`src/adc_seq_pkg.sv`:
```
// Constants, register map and state encoding for the conversion sequencer
`default_nettype none
package adc_seq_pkg;
    // Register byte addresses (one 32-bit word each, data in bits 7:0)
    localparam logic [7:0] OFS_CHAN_CTRL   = 8'h00;
    localparam logic [7:0] OFS_TRIG_CMP    = 8'h04;
    localparam logic [7:0] OFS_CLOCK_CFG   = 8'h08;
    localparam logic [7:0] OFS_CMP_HIGH    = 8'h0C;
    localparam logic [7:0] OFS_CMP_LOW     = 8'h10;
    localparam logic [7:0] OFS_RESULT_HIGH = 8'h14;
    localparam logic [7:0] OFS_RESULT_LOW  = 8'h18;

    // Field positions
    localparam int DONE_BIT     = 7;
    localparam int IRQ_EN_BIT   = 6;
    localparam int CONT_BIT     = 5;
    localparam int ACTIVE_BIT   = 7;
    localparam int HW_TRIG_BIT  = 6;
    localparam int CMP_EN_BIT   = 5;
    localparam int CMP_GT_BIT   = 4;
    localparam int LOW_PWR_BIT  = 7;
    localparam int DIV_LSB      = 5;
    localparam int LONG_BIT     = 4;
    localparam int MODE_LSB     = 2;
    localparam int SRC_LSB      = 0;

    // Field values and masks
    localparam logic [4:0] CHAN_OFF      = 5'h1F;
    localparam logic [1:0] MODE_10BIT    = 2'h2;
    localparam logic [1:0] SRC_ASYNC     = 2'h3;
    localparam logic [1:0] SRC_BUS_DIV2  = 2'h1;
    localparam logic [1:0] SRC_ALT       = 2'h2;
    localparam logic [7:0] CHAN_RST      = 8'h1F;
    localparam logic [7:0] TRIG_WR_MASK  = 8'h70;
    localparam logic [7:0] ZERO_RST      = 8'h00;

    // Timing
    localparam int CLK_PERIOD_NS  = 4;
    localparam int STARTUP_NS     = 5000;
    localparam int STARTUP_CYC    = (STARTUP_NS + CLK_PERIOD_NS - 1) / CLK_PERIOD_NS;
    localparam int OVERHEAD_CYC   = 5;
    localparam int SAMPLE_SHORT   = 3;
    localparam int SAMPLE_LONG    = 23;
    localparam int FIRST_EXTRA    = 3;
    localparam int APPROX_8BIT    = 14;
    localparam int APPROX_10BIT   = 17;
    localparam int ASYNC_DIV      = 4;

    typedef enum logic [2:0] {
        ST_IDLE     = 3'b000,
        ST_OVERHEAD = 3'b001,
        ST_STARTUP  = 3'b011,
        ST_SAMPLE   = 3'b010,
        ST_APPROX   = 3'b110,
        ST_XFER     = 3'b111
    } conv_state_t;
endpackage
`default_nettype wire

```
`src/conv_clk_if.sv`:
```
// Link between the sequencer and its converter clock divider
`default_nettype none
interface conv_clk_if;
    logic [1:0] src_sel;
    logic [1:0] div_sel;
    logic       run;
    logic       async_run;
    logic       tick;
    modport gen  (input src_sel, input div_sel, input run, input async_run, output tick);
    modport user (output src_sel, output div_sel, output run, output async_run, input tick);
endinterface
`default_nettype wire

```
`src/conv_clock_gen.sv`:
```
// Converter clock enable: source select, async generator and 1/2/4/8 divider
`default_nettype none
module conv_clock_gen (
    // Clock and reset
    input  wire logic sys_clk,
    input  wire logic nrst,
    // Alternate clock pin
    input  wire logic alternate_clock,
    // Sequencer side
    conv_clk_if.gen   ck
);
    typedef struct packed {
        logic [2:0] div_cnt;
        logic       half;
        logic       alt_s1;
        logic       alt_s2;
        logic       alt_s3;
        logic [7:0] async_cnt;
        logic       tick;
    } gen_t;

    gen_t q_reg;
    gen_t q_next;
    logic src_tick;
    logic [2:0] div_top;

    always_comb begin
        q_next        = q_reg;
        q_next.alt_s1 = alternate_clock;
        q_next.alt_s2 = q_reg.alt_s1;
        q_next.alt_s3 = q_reg.alt_s2;
        q_next.half   = ~q_reg.half;
        q_next.tick   = 1'b0;
        // Async generator only runs while a conversion needs it
        if (ck.async_run) begin
            q_next.async_cnt = (q_reg.async_cnt == 8'(adc_seq_pkg::ASYNC_DIV - 1))
                               ? 8'h00 : q_reg.async_cnt + 8'h01;
        end else begin
            q_next.async_cnt = 8'h00;
        end
        case (ck.src_sel)
            adc_seq_pkg::SRC_BUS_DIV2: src_tick = q_reg.half;
            adc_seq_pkg::SRC_ALT:      src_tick = q_reg.alt_s2 & ~q_reg.alt_s3;
            adc_seq_pkg::SRC_ASYNC:    src_tick = ck.async_run &&
                                           q_reg.async_cnt == 8'(adc_seq_pkg::ASYNC_DIV - 1);
            default:                   src_tick = 1'b1;
        endcase
        div_top = 3'((1 << ck.div_sel) - 1);
        if (!ck.run) begin
            q_next.div_cnt = 3'h0;
        end else if (src_tick) begin
            if (q_reg.div_cnt >= div_top) begin
                q_next.div_cnt = 3'h0;
                q_next.tick    = 1'b1;
            end else begin
                q_next.div_cnt = q_reg.div_cnt + 3'h1;
            end
        end
    end

    always_ff @(posedge sys_clk) begin
        if (!nrst) begin
            q_reg <= '0;
        end else begin
            q_reg <= q_next;
        end
    end

    assign ck.tick = q_reg.tick;
endmodule
`default_nettype wire

```
`src/adc_conversion_sequencer.sv`:
```
// Conversion sequencer with Wishbone register file, compare and result interlock
//
// How it works
// Software mode: control write starts conversion unless channel off.
// Hardware mode: trigger event starts a conversion.
// Continuous mode restarts after each result transfer.
// Transfer into result registers sets done flag.
// 10-bit half-read result blocks transfer, discards result.
// Single compare-false conversion ignores blocking, stops.
// Other blocked transfers immediately start another conversion.
// Software must not read results mid single conversion.
// Control write aborts current, starts new unless off.
// Writes to other control registers abort conversion.
// Reset and stop without async clock abort.
// Abort keeps results; reset clears them.
// Idle until started; async clock enabled if selected.
// Sample short/long, then approximate, then transfer.
// First conversion: 20/23/40/43 converter cycles plus 5 bus.
// Async source adds 5 us start-up to first.
// Subsequent continuous: 17/20/37/40 converter cycles.
// Compare adds two's complement; greater-select picks condition.
// Compare-true stores the difference as the result.
// Compare-false sets no flag, transfers nothing.
// Wait mode: conversions finish, restart, completion wakes.
// Bus, half bus and async clocks run in wait.
// All-ones channel select disables the converter.
// Compare active only while compare enable set.
// Trigger rising edge starts; edges while busy ignored.
// Converter clock is source divided by 1/2/4/8.
// High result read arms interlock; low read releases.
//
// The Wishbone interface to the registers and the placing of the registers were chosen for this implementation.
`default_nettype none
module adc_conversion_sequencer (
    // Clock and reset
    input  wire logic        sys_clk,
    input  wire logic        nrst,
    // Wishbone slave
    input  wire logic        wb_cyc_i,
    input  wire logic        wb_stb_i,
    input  wire logic        wb_we_i,
    input  wire logic [7:0]  wb_adr_i,
    input  wire logic [3:0]  wb_sel_i,
    input  wire logic [31:0] wb_dat_i,
    output logic      [31:0] wb_dat_o,
    output logic             wb_ack_o,
    // Pins and MCU state
    input  wire logic        hw_trigger_in,
    input  wire logic        alternate_clock,
    input  wire logic        stop_mode_in,
    input  wire logic        wait_mode_in,
    // Analog core
    input  wire logic [9:0]  sar_result_in,
    output logic      [4:0]  channel_select,
    output logic             sample_phase,
    output logic             approx_phase,
    output logic             low_power_cfg,
    output logic             async_clk_enable,
    // Completion
    output logic             done_irq,
    output logic             wake_req
);
    typedef struct packed {
        logic [6:0]                chan;
        logic [2:0]                trig;
        logic [7:0]                cfg;
        logic [1:0]                cvh;
        logic [7:0]                cvl;
        logic [1:0]                rh;
        logic [7:0]                rl;
        logic                      done;
        logic                      armed;
        adc_seq_pkg::conv_state_t  st;
        logic [5:0]                cnt;
        logic [10:0]               wcnt;
        logic                      first;
        logic                      trg_s1;
        logic                      trg_s2;
        logic                      trg_s3;
        logic                      ack;
        logic [7:0]                rdat;
        logic                      irq;
    } seq_t;

    seq_t q_reg;
    seq_t q_next;

    conv_clk_if ck ();

    conv_clock_gen u_clk (
        .sys_clk         (sys_clk),
        .nrst            (nrst),
        .alternate_clock (alternate_clock),
        .ck              (ck)
    );

    function automatic logic [5:0] sample_len(input logic long_s, input logic first);
        sample_len = 6'(long_s ? adc_seq_pkg::SAMPLE_LONG : adc_seq_pkg::SAMPLE_SHORT)
                   + 6'(first ? adc_seq_pkg::FIRST_EXTRA : 0);
    endfunction

    function automatic logic [5:0] approx_len(input logic is10);
        approx_len = 6'(is10 ? adc_seq_pkg::APPROX_10BIT : adc_seq_pkg::APPROX_8BIT);
    endfunction

    logic        req;
    logic        wr;
    logic        rd;
    logic        wr_chan;
    logic        wr_other;
    logic        rd_high;
    logic        rd_low;
    logic        is10;
    logic        long_s;
    logic        hw_sel;
    logic        cmp_en;
    logic        cont;
    logic [1:0]  src;
    logic        trg_rise;
    logic        stop_abort;
    logic [9:0]  res10;
    logic [9:0]  cmp10;
    logic [10:0] sum11;
    logic        cmp_true;
    logic        cmp_fail;
    logic        blocked;
    logic        set_done;

    always_comb begin
        req      = wb_cyc_i & wb_stb_i & ~q_reg.ack;
        wr       = req & wb_we_i & wb_sel_i[0];
        rd       = req & ~wb_we_i;
        wr_chan  = wr && wb_adr_i == adc_seq_pkg::OFS_CHAN_CTRL;
        wr_other = wr && (wb_adr_i == adc_seq_pkg::OFS_TRIG_CMP
                       || wb_adr_i == adc_seq_pkg::OFS_CLOCK_CFG
                       || wb_adr_i == adc_seq_pkg::OFS_CMP_HIGH
                       || wb_adr_i == adc_seq_pkg::OFS_CMP_LOW);
        rd_high  = rd && wb_adr_i == adc_seq_pkg::OFS_RESULT_HIGH;
        rd_low   = rd && wb_adr_i == adc_seq_pkg::OFS_RESULT_LOW;
        is10     = q_reg.cfg[adc_seq_pkg::MODE_LSB +: 2] == adc_seq_pkg::MODE_10BIT;
        long_s   = q_reg.cfg[adc_seq_pkg::LONG_BIT];
        src      = q_reg.cfg[adc_seq_pkg::SRC_LSB +: 2];
        hw_sel   = q_reg.trig[2];
        cmp_en   = q_reg.trig[1];
        cont     = q_reg.chan[adc_seq_pkg::CONT_BIT];
        // Only the second and third stages are looked at
        trg_rise = q_reg.trg_s2 & ~q_reg.trg_s3;
        // Async source keeps converting through stop
        stop_abort = stop_mode_in && src != adc_seq_pkg::SRC_ASYNC;
        res10    = is10 ? sar_result_in : {2'h0, sar_result_in[9:2]};
        cmp10    = is10 ? {q_reg.cvh, q_reg.cvl} : {2'h0, q_reg.cvl};
        sum11    = {1'b0, res10} + {1'b0, ~cmp10} + 11'h001;
        cmp_true = q_reg.trig[0] ? sum11[10] : ~sum11[10];
        cmp_fail = cmp_en & ~cmp_true;
        blocked  = is10 & q_reg.armed;
        set_done = q_reg.st == adc_seq_pkg::ST_XFER && !cmp_fail && !blocked
                   && !wr_chan && !wr_other && !stop_abort;
    end

    always_comb begin
        q_next        = q_reg;
        q_next.ack    = req;
        q_next.trg_s1 = hw_trigger_in;
        q_next.trg_s2 = q_reg.trg_s1;
        q_next.trg_s3 = q_reg.trg_s2;
        q_next.irq    = 1'b0;

        // Register reads; unmapped addresses read zero
        if (req) begin
            case (wb_adr_i)
                adc_seq_pkg::OFS_CHAN_CTRL:   q_next.rdat = {q_reg.done, q_reg.chan};
                adc_seq_pkg::OFS_TRIG_CMP:    q_next.rdat = {q_reg.st != adc_seq_pkg::ST_IDLE,
                                                             q_reg.trig, 4'h0};
                adc_seq_pkg::OFS_CLOCK_CFG:   q_next.rdat = q_reg.cfg;
                adc_seq_pkg::OFS_CMP_HIGH:    q_next.rdat = {6'h00, q_reg.cvh};
                adc_seq_pkg::OFS_CMP_LOW:     q_next.rdat = q_reg.cvl;
                adc_seq_pkg::OFS_RESULT_HIGH: q_next.rdat = {6'h00, q_reg.rh};
                adc_seq_pkg::OFS_RESULT_LOW:  q_next.rdat = q_reg.rl;
                default:                      q_next.rdat = 8'h00;
            endcase
        end

        if (wr) begin
            case (wb_adr_i)
                adc_seq_pkg::OFS_CHAN_CTRL: q_next.chan = wb_dat_i[6:0];
                adc_seq_pkg::OFS_TRIG_CMP:  q_next.trig = wb_dat_i[6:4];
                adc_seq_pkg::OFS_CLOCK_CFG: q_next.cfg  = wb_dat_i[7:0];
                adc_seq_pkg::OFS_CMP_HIGH:  q_next.cvh  = wb_dat_i[1:0];
                adc_seq_pkg::OFS_CMP_LOW:   q_next.cvl  = wb_dat_i[7:0];
                default: ;
            endcase
        end

        // Interlock: armed by high byte, released by low byte
        if (rd_low) begin
            q_next.armed = 1'b0;
        end else if (rd_high && is10) begin
            q_next.armed = 1'b1;
        end

        // Conversion control; aborts keep the result registers as they are
        if (wr_chan) begin
            q_next.cnt   = 6'h00;
            q_next.wcnt  = 11'h000;
            q_next.first = 1'b1;
            if (wb_dat_i[4:0] != adc_seq_pkg::CHAN_OFF && !hw_sel) begin
                q_next.st = adc_seq_pkg::ST_OVERHEAD;
            end else begin
                q_next.st = adc_seq_pkg::ST_IDLE;
            end
        end else if (wr_other || stop_abort) begin
            q_next.st = adc_seq_pkg::ST_IDLE;
        end else begin
            case (q_reg.st)
                adc_seq_pkg::ST_IDLE: begin
                    // Wait mode does not block trigger starts
                    if (hw_sel && trg_rise && q_reg.chan[4:0] != adc_seq_pkg::CHAN_OFF) begin
                        q_next.st    = adc_seq_pkg::ST_OVERHEAD;
                        q_next.wcnt  = 11'h000;
                        q_next.first = 1'b1;
                    end
                end
                adc_seq_pkg::ST_OVERHEAD: begin
                    q_next.wcnt = q_reg.wcnt + 11'h001;
                    // Divider latency and the transfer cycle are two of the bus cycles
                    if (q_reg.wcnt == 11'(adc_seq_pkg::OVERHEAD_CYC - 3)) begin
                        q_next.wcnt = 11'h000;
                        q_next.cnt  = 6'h00;
                        q_next.st   = (src == adc_seq_pkg::SRC_ASYNC) ?
                                      adc_seq_pkg::ST_STARTUP : adc_seq_pkg::ST_SAMPLE;
                    end
                end
                adc_seq_pkg::ST_STARTUP: begin
                    q_next.wcnt = q_reg.wcnt + 11'h001;
                    if (q_reg.wcnt == 11'(adc_seq_pkg::STARTUP_CYC - 1)) begin
                        q_next.st = adc_seq_pkg::ST_SAMPLE;
                    end
                end
                adc_seq_pkg::ST_SAMPLE: begin
                    if (ck.tick) begin
                        q_next.cnt = q_reg.cnt + 6'h01;
                        if (q_reg.cnt == sample_len(long_s, q_reg.first) - 6'h01) begin
                            q_next.cnt = 6'h00;
                            q_next.st  = adc_seq_pkg::ST_APPROX;
                        end
                    end
                end
                adc_seq_pkg::ST_APPROX: begin
                    if (ck.tick) begin
                        q_next.cnt = q_reg.cnt + 6'h01;
                        if (q_reg.cnt == approx_len(is10) - 6'h01) begin
                            q_next.st = adc_seq_pkg::ST_XFER;
                        end
                    end
                end
                adc_seq_pkg::ST_XFER: begin
                    q_next.cnt   = 6'h00;
                    q_next.first = ~cont;
                    if (cmp_fail) begin
                        // Compare false: nothing stored, single stops
                        q_next.st = cont ? adc_seq_pkg::ST_SAMPLE
                                         : adc_seq_pkg::ST_IDLE;
                    end else if (blocked) begin
                        q_next.st = adc_seq_pkg::ST_SAMPLE;
                    end else begin
                        if (cmp_en) begin
                            q_next.rh = is10 ? sum11[9:8] : 2'h0;
                            q_next.rl = sum11[7:0];
                        end else begin
                            q_next.rh = is10 ? res10[9:8] : 2'h0;
                            q_next.rl = res10[7:0];
                        end
                        q_next.st = cont ? adc_seq_pkg::ST_SAMPLE
                                         : adc_seq_pkg::ST_IDLE;
                    end
                end
                default: q_next.st = adc_seq_pkg::ST_IDLE;
            endcase
        end

        // Flag: set beats a result-low read clear in the same cycle; a control write blocks the set
        if (set_done) begin
            q_next.done = 1'b1;
            q_next.irq  = q_reg.chan[adc_seq_pkg::IRQ_EN_BIT];
        end else if (wr_chan || rd_low) begin
            q_next.done = 1'b0;
        end
    end

    always_ff @(posedge sys_clk) begin
        if (!nrst) begin
            q_reg      <= '0;
            q_reg.chan <= adc_seq_pkg::CHAN_RST[6:0];
            q_reg.st   <= adc_seq_pkg::ST_IDLE;
        end else begin
            q_reg <= q_next;
        end
    end

    always_comb begin
        ck.src_sel   = src;
        ck.div_sel   = q_reg.cfg[adc_seq_pkg::DIV_LSB +: 2];
        ck.run       = q_reg.st == adc_seq_pkg::ST_SAMPLE || q_reg.st == adc_seq_pkg::ST_APPROX;
        // Generator powered only while converting on it
        ck.async_run = q_reg.st != adc_seq_pkg::ST_IDLE
                       && src == adc_seq_pkg::SRC_ASYNC;
    end

    assign wb_ack_o         = q_reg.ack;
    assign wb_dat_o         = {24'h000000, q_reg.rdat};
    assign channel_select   = q_reg.chan[4:0];
    assign sample_phase     = q_reg.st == adc_seq_pkg::ST_SAMPLE;
    assign approx_phase     = q_reg.st == adc_seq_pkg::ST_APPROX;
    assign low_power_cfg    = q_reg.cfg[adc_seq_pkg::LOW_PWR_BIT];
    assign async_clk_enable = ck.async_run;
    assign done_irq         = q_reg.irq;
    assign wake_req         = q_reg.irq & wait_mode_in;
endmodule
`default_nettype wire

```
`config.mk`:
```
export PLATFORM = sky130hd
export DESIGN_NAME = adc_conversion_sequencer
export DESIGN_NICKNAME = d
export VERILOG_FILES = /design/src/adc_seq_pkg.sv /design/src/conv_clk_if.sv /design/src/conv_clock_gen.sv /design/src/adc_conversion_sequencer.sv
export SDC_FILE = /design/constraint.sdc
export NUM_CORES = 1
export LEC_CHECK = 0
export BUFFER_PORTS_ARGS = -buffer_cell sky130_fd_sc_hd__buf_2
export CAP_MARGIN = 20
export CORE_ASPECT_RATIO = 1.5
export CORE_MARGIN = 1
export CORE_UTILIZATION = 25
export DETAILED_ROUTE_END_ITERATION = 10
export PLACE_DENSITY = 0.52
export SLEW_MARGIN = 20
export SYNTH_ARGS = -nofsm -noshare
export SYNTH_HDL_FRONTEND = slang
export SYNTH_HIERARCHICAL = 1
export SYNTH_SLANG_ARGS = --single-unit
```
`constraint.sdc`:
```
create_clock -name sys_clk -period 4.3 [get_ports sys_clk]
set_input_delay 0.645 -clock sys_clk [delete_from_list [all_inputs] [get_ports sys_clk]]
set_output_delay 0.645 -clock sys_clk [all_outputs]
set_load 0.02 [all_outputs]
```
==> impl_metrics.py <==
metrics = {
    "critical_path": {
        "path_cells": "nor2b_1, buf_4, mux2_2, ha_1, a21o_1, a21oi_1, a21oi_1, o311ai_0, nand3b_1, buf_4, inv_1, a41o_1",
        "cp-start-kind": "register",
        "arrival_ps": 3950,
        "crit_type": "register to register",
        "slowest_stage": "o311ai_0",
        "crit_fanout": 21,
        "cp-end-kind": "register",
        "path_depth": 12,
        "r2r_start": "q_reg[59]",
        "cpLargestDelayFamily": "compound AO/OA/AOI/OAI gates",
        "crit_start": "q_reg[59]",
        "crit_buf_inv": 3,
        "max_stage_delay_ps": 700,
        "cp.required_ps": 4530,
        "r2r_cells": 12,
    },
    "grt": {
        "grt-ovfl-total": 0,
        "top_usage_layer": "met2",
        "use_met3_pct": 1.673,
        "met1_usage_pct": 15.20,
        "antenna_found_initial": 0,
        "grt.total_usage_pct": 13.81,
        "grt_pass1_wl_um": 23710,
        "grt_pass1_vias": 4465,
        "grt.met2_usage_pct": 26.32,
        "grt_max_degree": 38,
    },
    "route": {
        "drt-total-wl_um": 14710,
        "drtIter0Drc": 210,
        "vias": 4593,
        "dr.pass1.iters": 5,
        "drc_errors": 0,
        "viasPerCell": 4.809,
        "wire_per_inst_um": 15.40,
        "ant_nets": 0,
    },
    "sta": {
        "tightest_slew_ps": 915.2,
        "hold_violations": 0,
        "finClkSkew_ps": 11.04,
        "rsz0062_at_grt": "false",
        "max_clock_freq_mhz": 268.5,
        "setup_viol": 0,
        "hold_slack_ps": 419.0,
        "worst_slack_ps": 575.1,
        "timing.setup.tns_ps": 0,
        "period_needed_ps": 3725,
        "timing.final.crit_share_pct": 86.63,
        "final_max_slew_viol_count": 0,
        "slew_headroom_pct": 38.86,
    },
    "yosys": {
        "synthCells": 652,
        "synth.top_cells.by_count": "90 x dfxtp_1, 76 x nor2_1, 61 x nand2_1",
        "synth_area_leaders": "dfxtp_1 34%, nor2_1 5.3%, buf_4 5.2%, mux2i_1 4.9%, ha_1 4.7%",
        "yosysWarnings": 6,
        "synth_top_area_share_pct": 33.76,
        "netlist_area_sq_um": 5336,
        "synth_seq_area_share_pct": 33.76,
        "synth-edff-count": 0,
        "synthArstFlopShare_pct": 0,
        "synth_top_cell_by_area": "dfxtp_1",
        "synth_most_common_cell": "dfxtp_1",
        "synth_seq_cells": 90,
        "synthDistinctLibCells": 65,
        "synthFlopType": "dfxtp_1",
        "postSynthAreaPerCell_sq_um": 8.185,
    },
    "placed_design": {
        "gp_congestion": 0.8532,
        "place.port_buffers": 55,
        "dp_slack_ps": 585.0,
        "hpwl_um": 11340,
    },
    "cells_and_area": {
        "utilization_pct": 28.80,
        "antennaDiodeCount": 0,
        "syn2layout_area_growth_pct": 13.25,
        "drive_gt1_share_pct": 14.99,
        "seqCellArea_sq_um": 1802,
        "fill_cells": 2334,
        "nets": 766,
        "multiInputGateArea_sq_um": 3156,
        "largest_reg_flops": 48,
    },
    "min_path": {
        "hold_path_startpoint": "u_clk/q_reg[12]",
        "min_path_cells": 1,
        "hold_class": "register to register",
    },
    "floorplanning": {
        "start_util_pct": 25.43,
        "dieArea_sq_um": 21950,
        "ios": 107,
        "rows": 65,
        "fp.dieW_um": 121.3,
        "core_sq_um": 20980,
        "die_height_um": 180.9,
    },
    "pwr": {
        "vdd_drop_max_uv": 206.1,
        "powerDensity_nw_per_um2": 313.1,
        "p_leak_uw": 0.002419,
        "total_power_uw": 1892,
    },
    "cts": {
        "clockBufferDepth": 2,
        "ctsResizeCount": 0,
        "clockRootBuffer": "clkbuf_16",
        "clkTransAtPathRegs_ps": 70,
        "ctsHoldBuffers": 0,
        "worstSkewPairLatency_ps": 340,
        "cts_tree": "done",
        "cts_sinks": 90,
        "post_cts_buffers": 0,
        "cts_max_level": 3,
        "cts_buffers": 9,
    },
    "job": {
        "maxCapViolCount": 0,
    },
    "status": {
        "status": "complete, no violations",
    },
}
## final cells by class
type	instances	share of cell area (%)
multi-input cells	497	52.22
flip-flops and latches	90	29.81
repair buffers	64	5.673
well taps	268	5.549
clock buffers	10	3.954
clock inverters	6	1.553
inverters	20	1.242
## worst register-to-register path, cell delays in order, from the launching register on
cell and delay (ps):
dfxtp_1 350, nor2b_1 130, buf_4 280, mux2_2 400
ha_1 360, a21o_1 210, a21oi_1 320, a21oi_1 110
o311ai_0 700, nand3b_1 200, buf_4 250, inv_1 90
a41o_1 230
## worst paths after layout
kind / to / slack [ps]
setup / recovery: q_reg[44] / 580
hold / removal: u_clk/q_reg[12] / 420
setup reg to reg: q_reg[44] / 580
hold reg to reg: u_clk/q_reg[12] / 420
## where the power goes
part	switching, uW	internal (uW)	total (uW)
registers	6.98	840	847
clock network	346	532	877
logic	112	56.3	168
## routing by layer
metal	wire length, um	vias up	part of all wire, %
met1	6063	2175	41
met3	383	20	2.6
met4	348	0	2.4
li1	-	2304	-
met5	0	-	0
met2	7913	94	54
## cells in the final DEF (no fill, tap or decap), types with 4 or more instances in the layout
cell type / synthesis / final
a211oi_1: 4 / 4
a21o_1: 4 / 4
a21oi_1: 40 / 40
a22oi_1: 8 / 8
a31oi_1: 9 / 9
and2_1: 12 / 12
and3_1: 12 / 12
buf_2: 2 / 55
buf_4: 37 / 9
clkbuf_16: 0 / 9
conb_1: 1 / 24
dfxtp_1: 90 / 90
ha_1: 20 / 20
inv_1: 20 / 20
mux2_2: 10 / 10
mux2i_1: 26 / 26
nand2_1: 61 / 61
nand2b_1: 6 / 6
nand3_1: 47 / 47
nand4_1: 12 / 12
nor2_1: 76 / 76
nor2b_1: 9 / 9
nor3_1: 8 / 8
o21ai_0: 17 / 17
o22ai_1: 4 / 4
o31ai_1: 4 / 4
xnor2_1: 6 / 6
xor2_1: 24 / 24
## logic make-up after synthesis
| logic type | count (synthesis) | synth area share, % |
|---|---|---|
| adder cells (fa/ha/maj) | 21 | 5.064 |
| multiplexers | 36 | 6.987 |
| XOR/XNOR | 30 | 4.924 |
| buffers and inverters | 88 | 8.840 |
| flip-flops | 90 | 33.76 |
| AO/OA/AOI/OAI | 116 | 14.47 |
| AND/OR/NAND/NOR | 270 | 25.89 |
| other | 1 | 0.07027 |
## metrics by stage
step,instances,cell area (sq um)
2_1_floorplan,675,5423
3_3_place_gp,939,5710
3_5_place_dp,939,5710
4_1_cts,955,6043
5_1_grt,955,6043
6_report,955,6043
No activity file was read; power rests on OpenSTA's default activity.
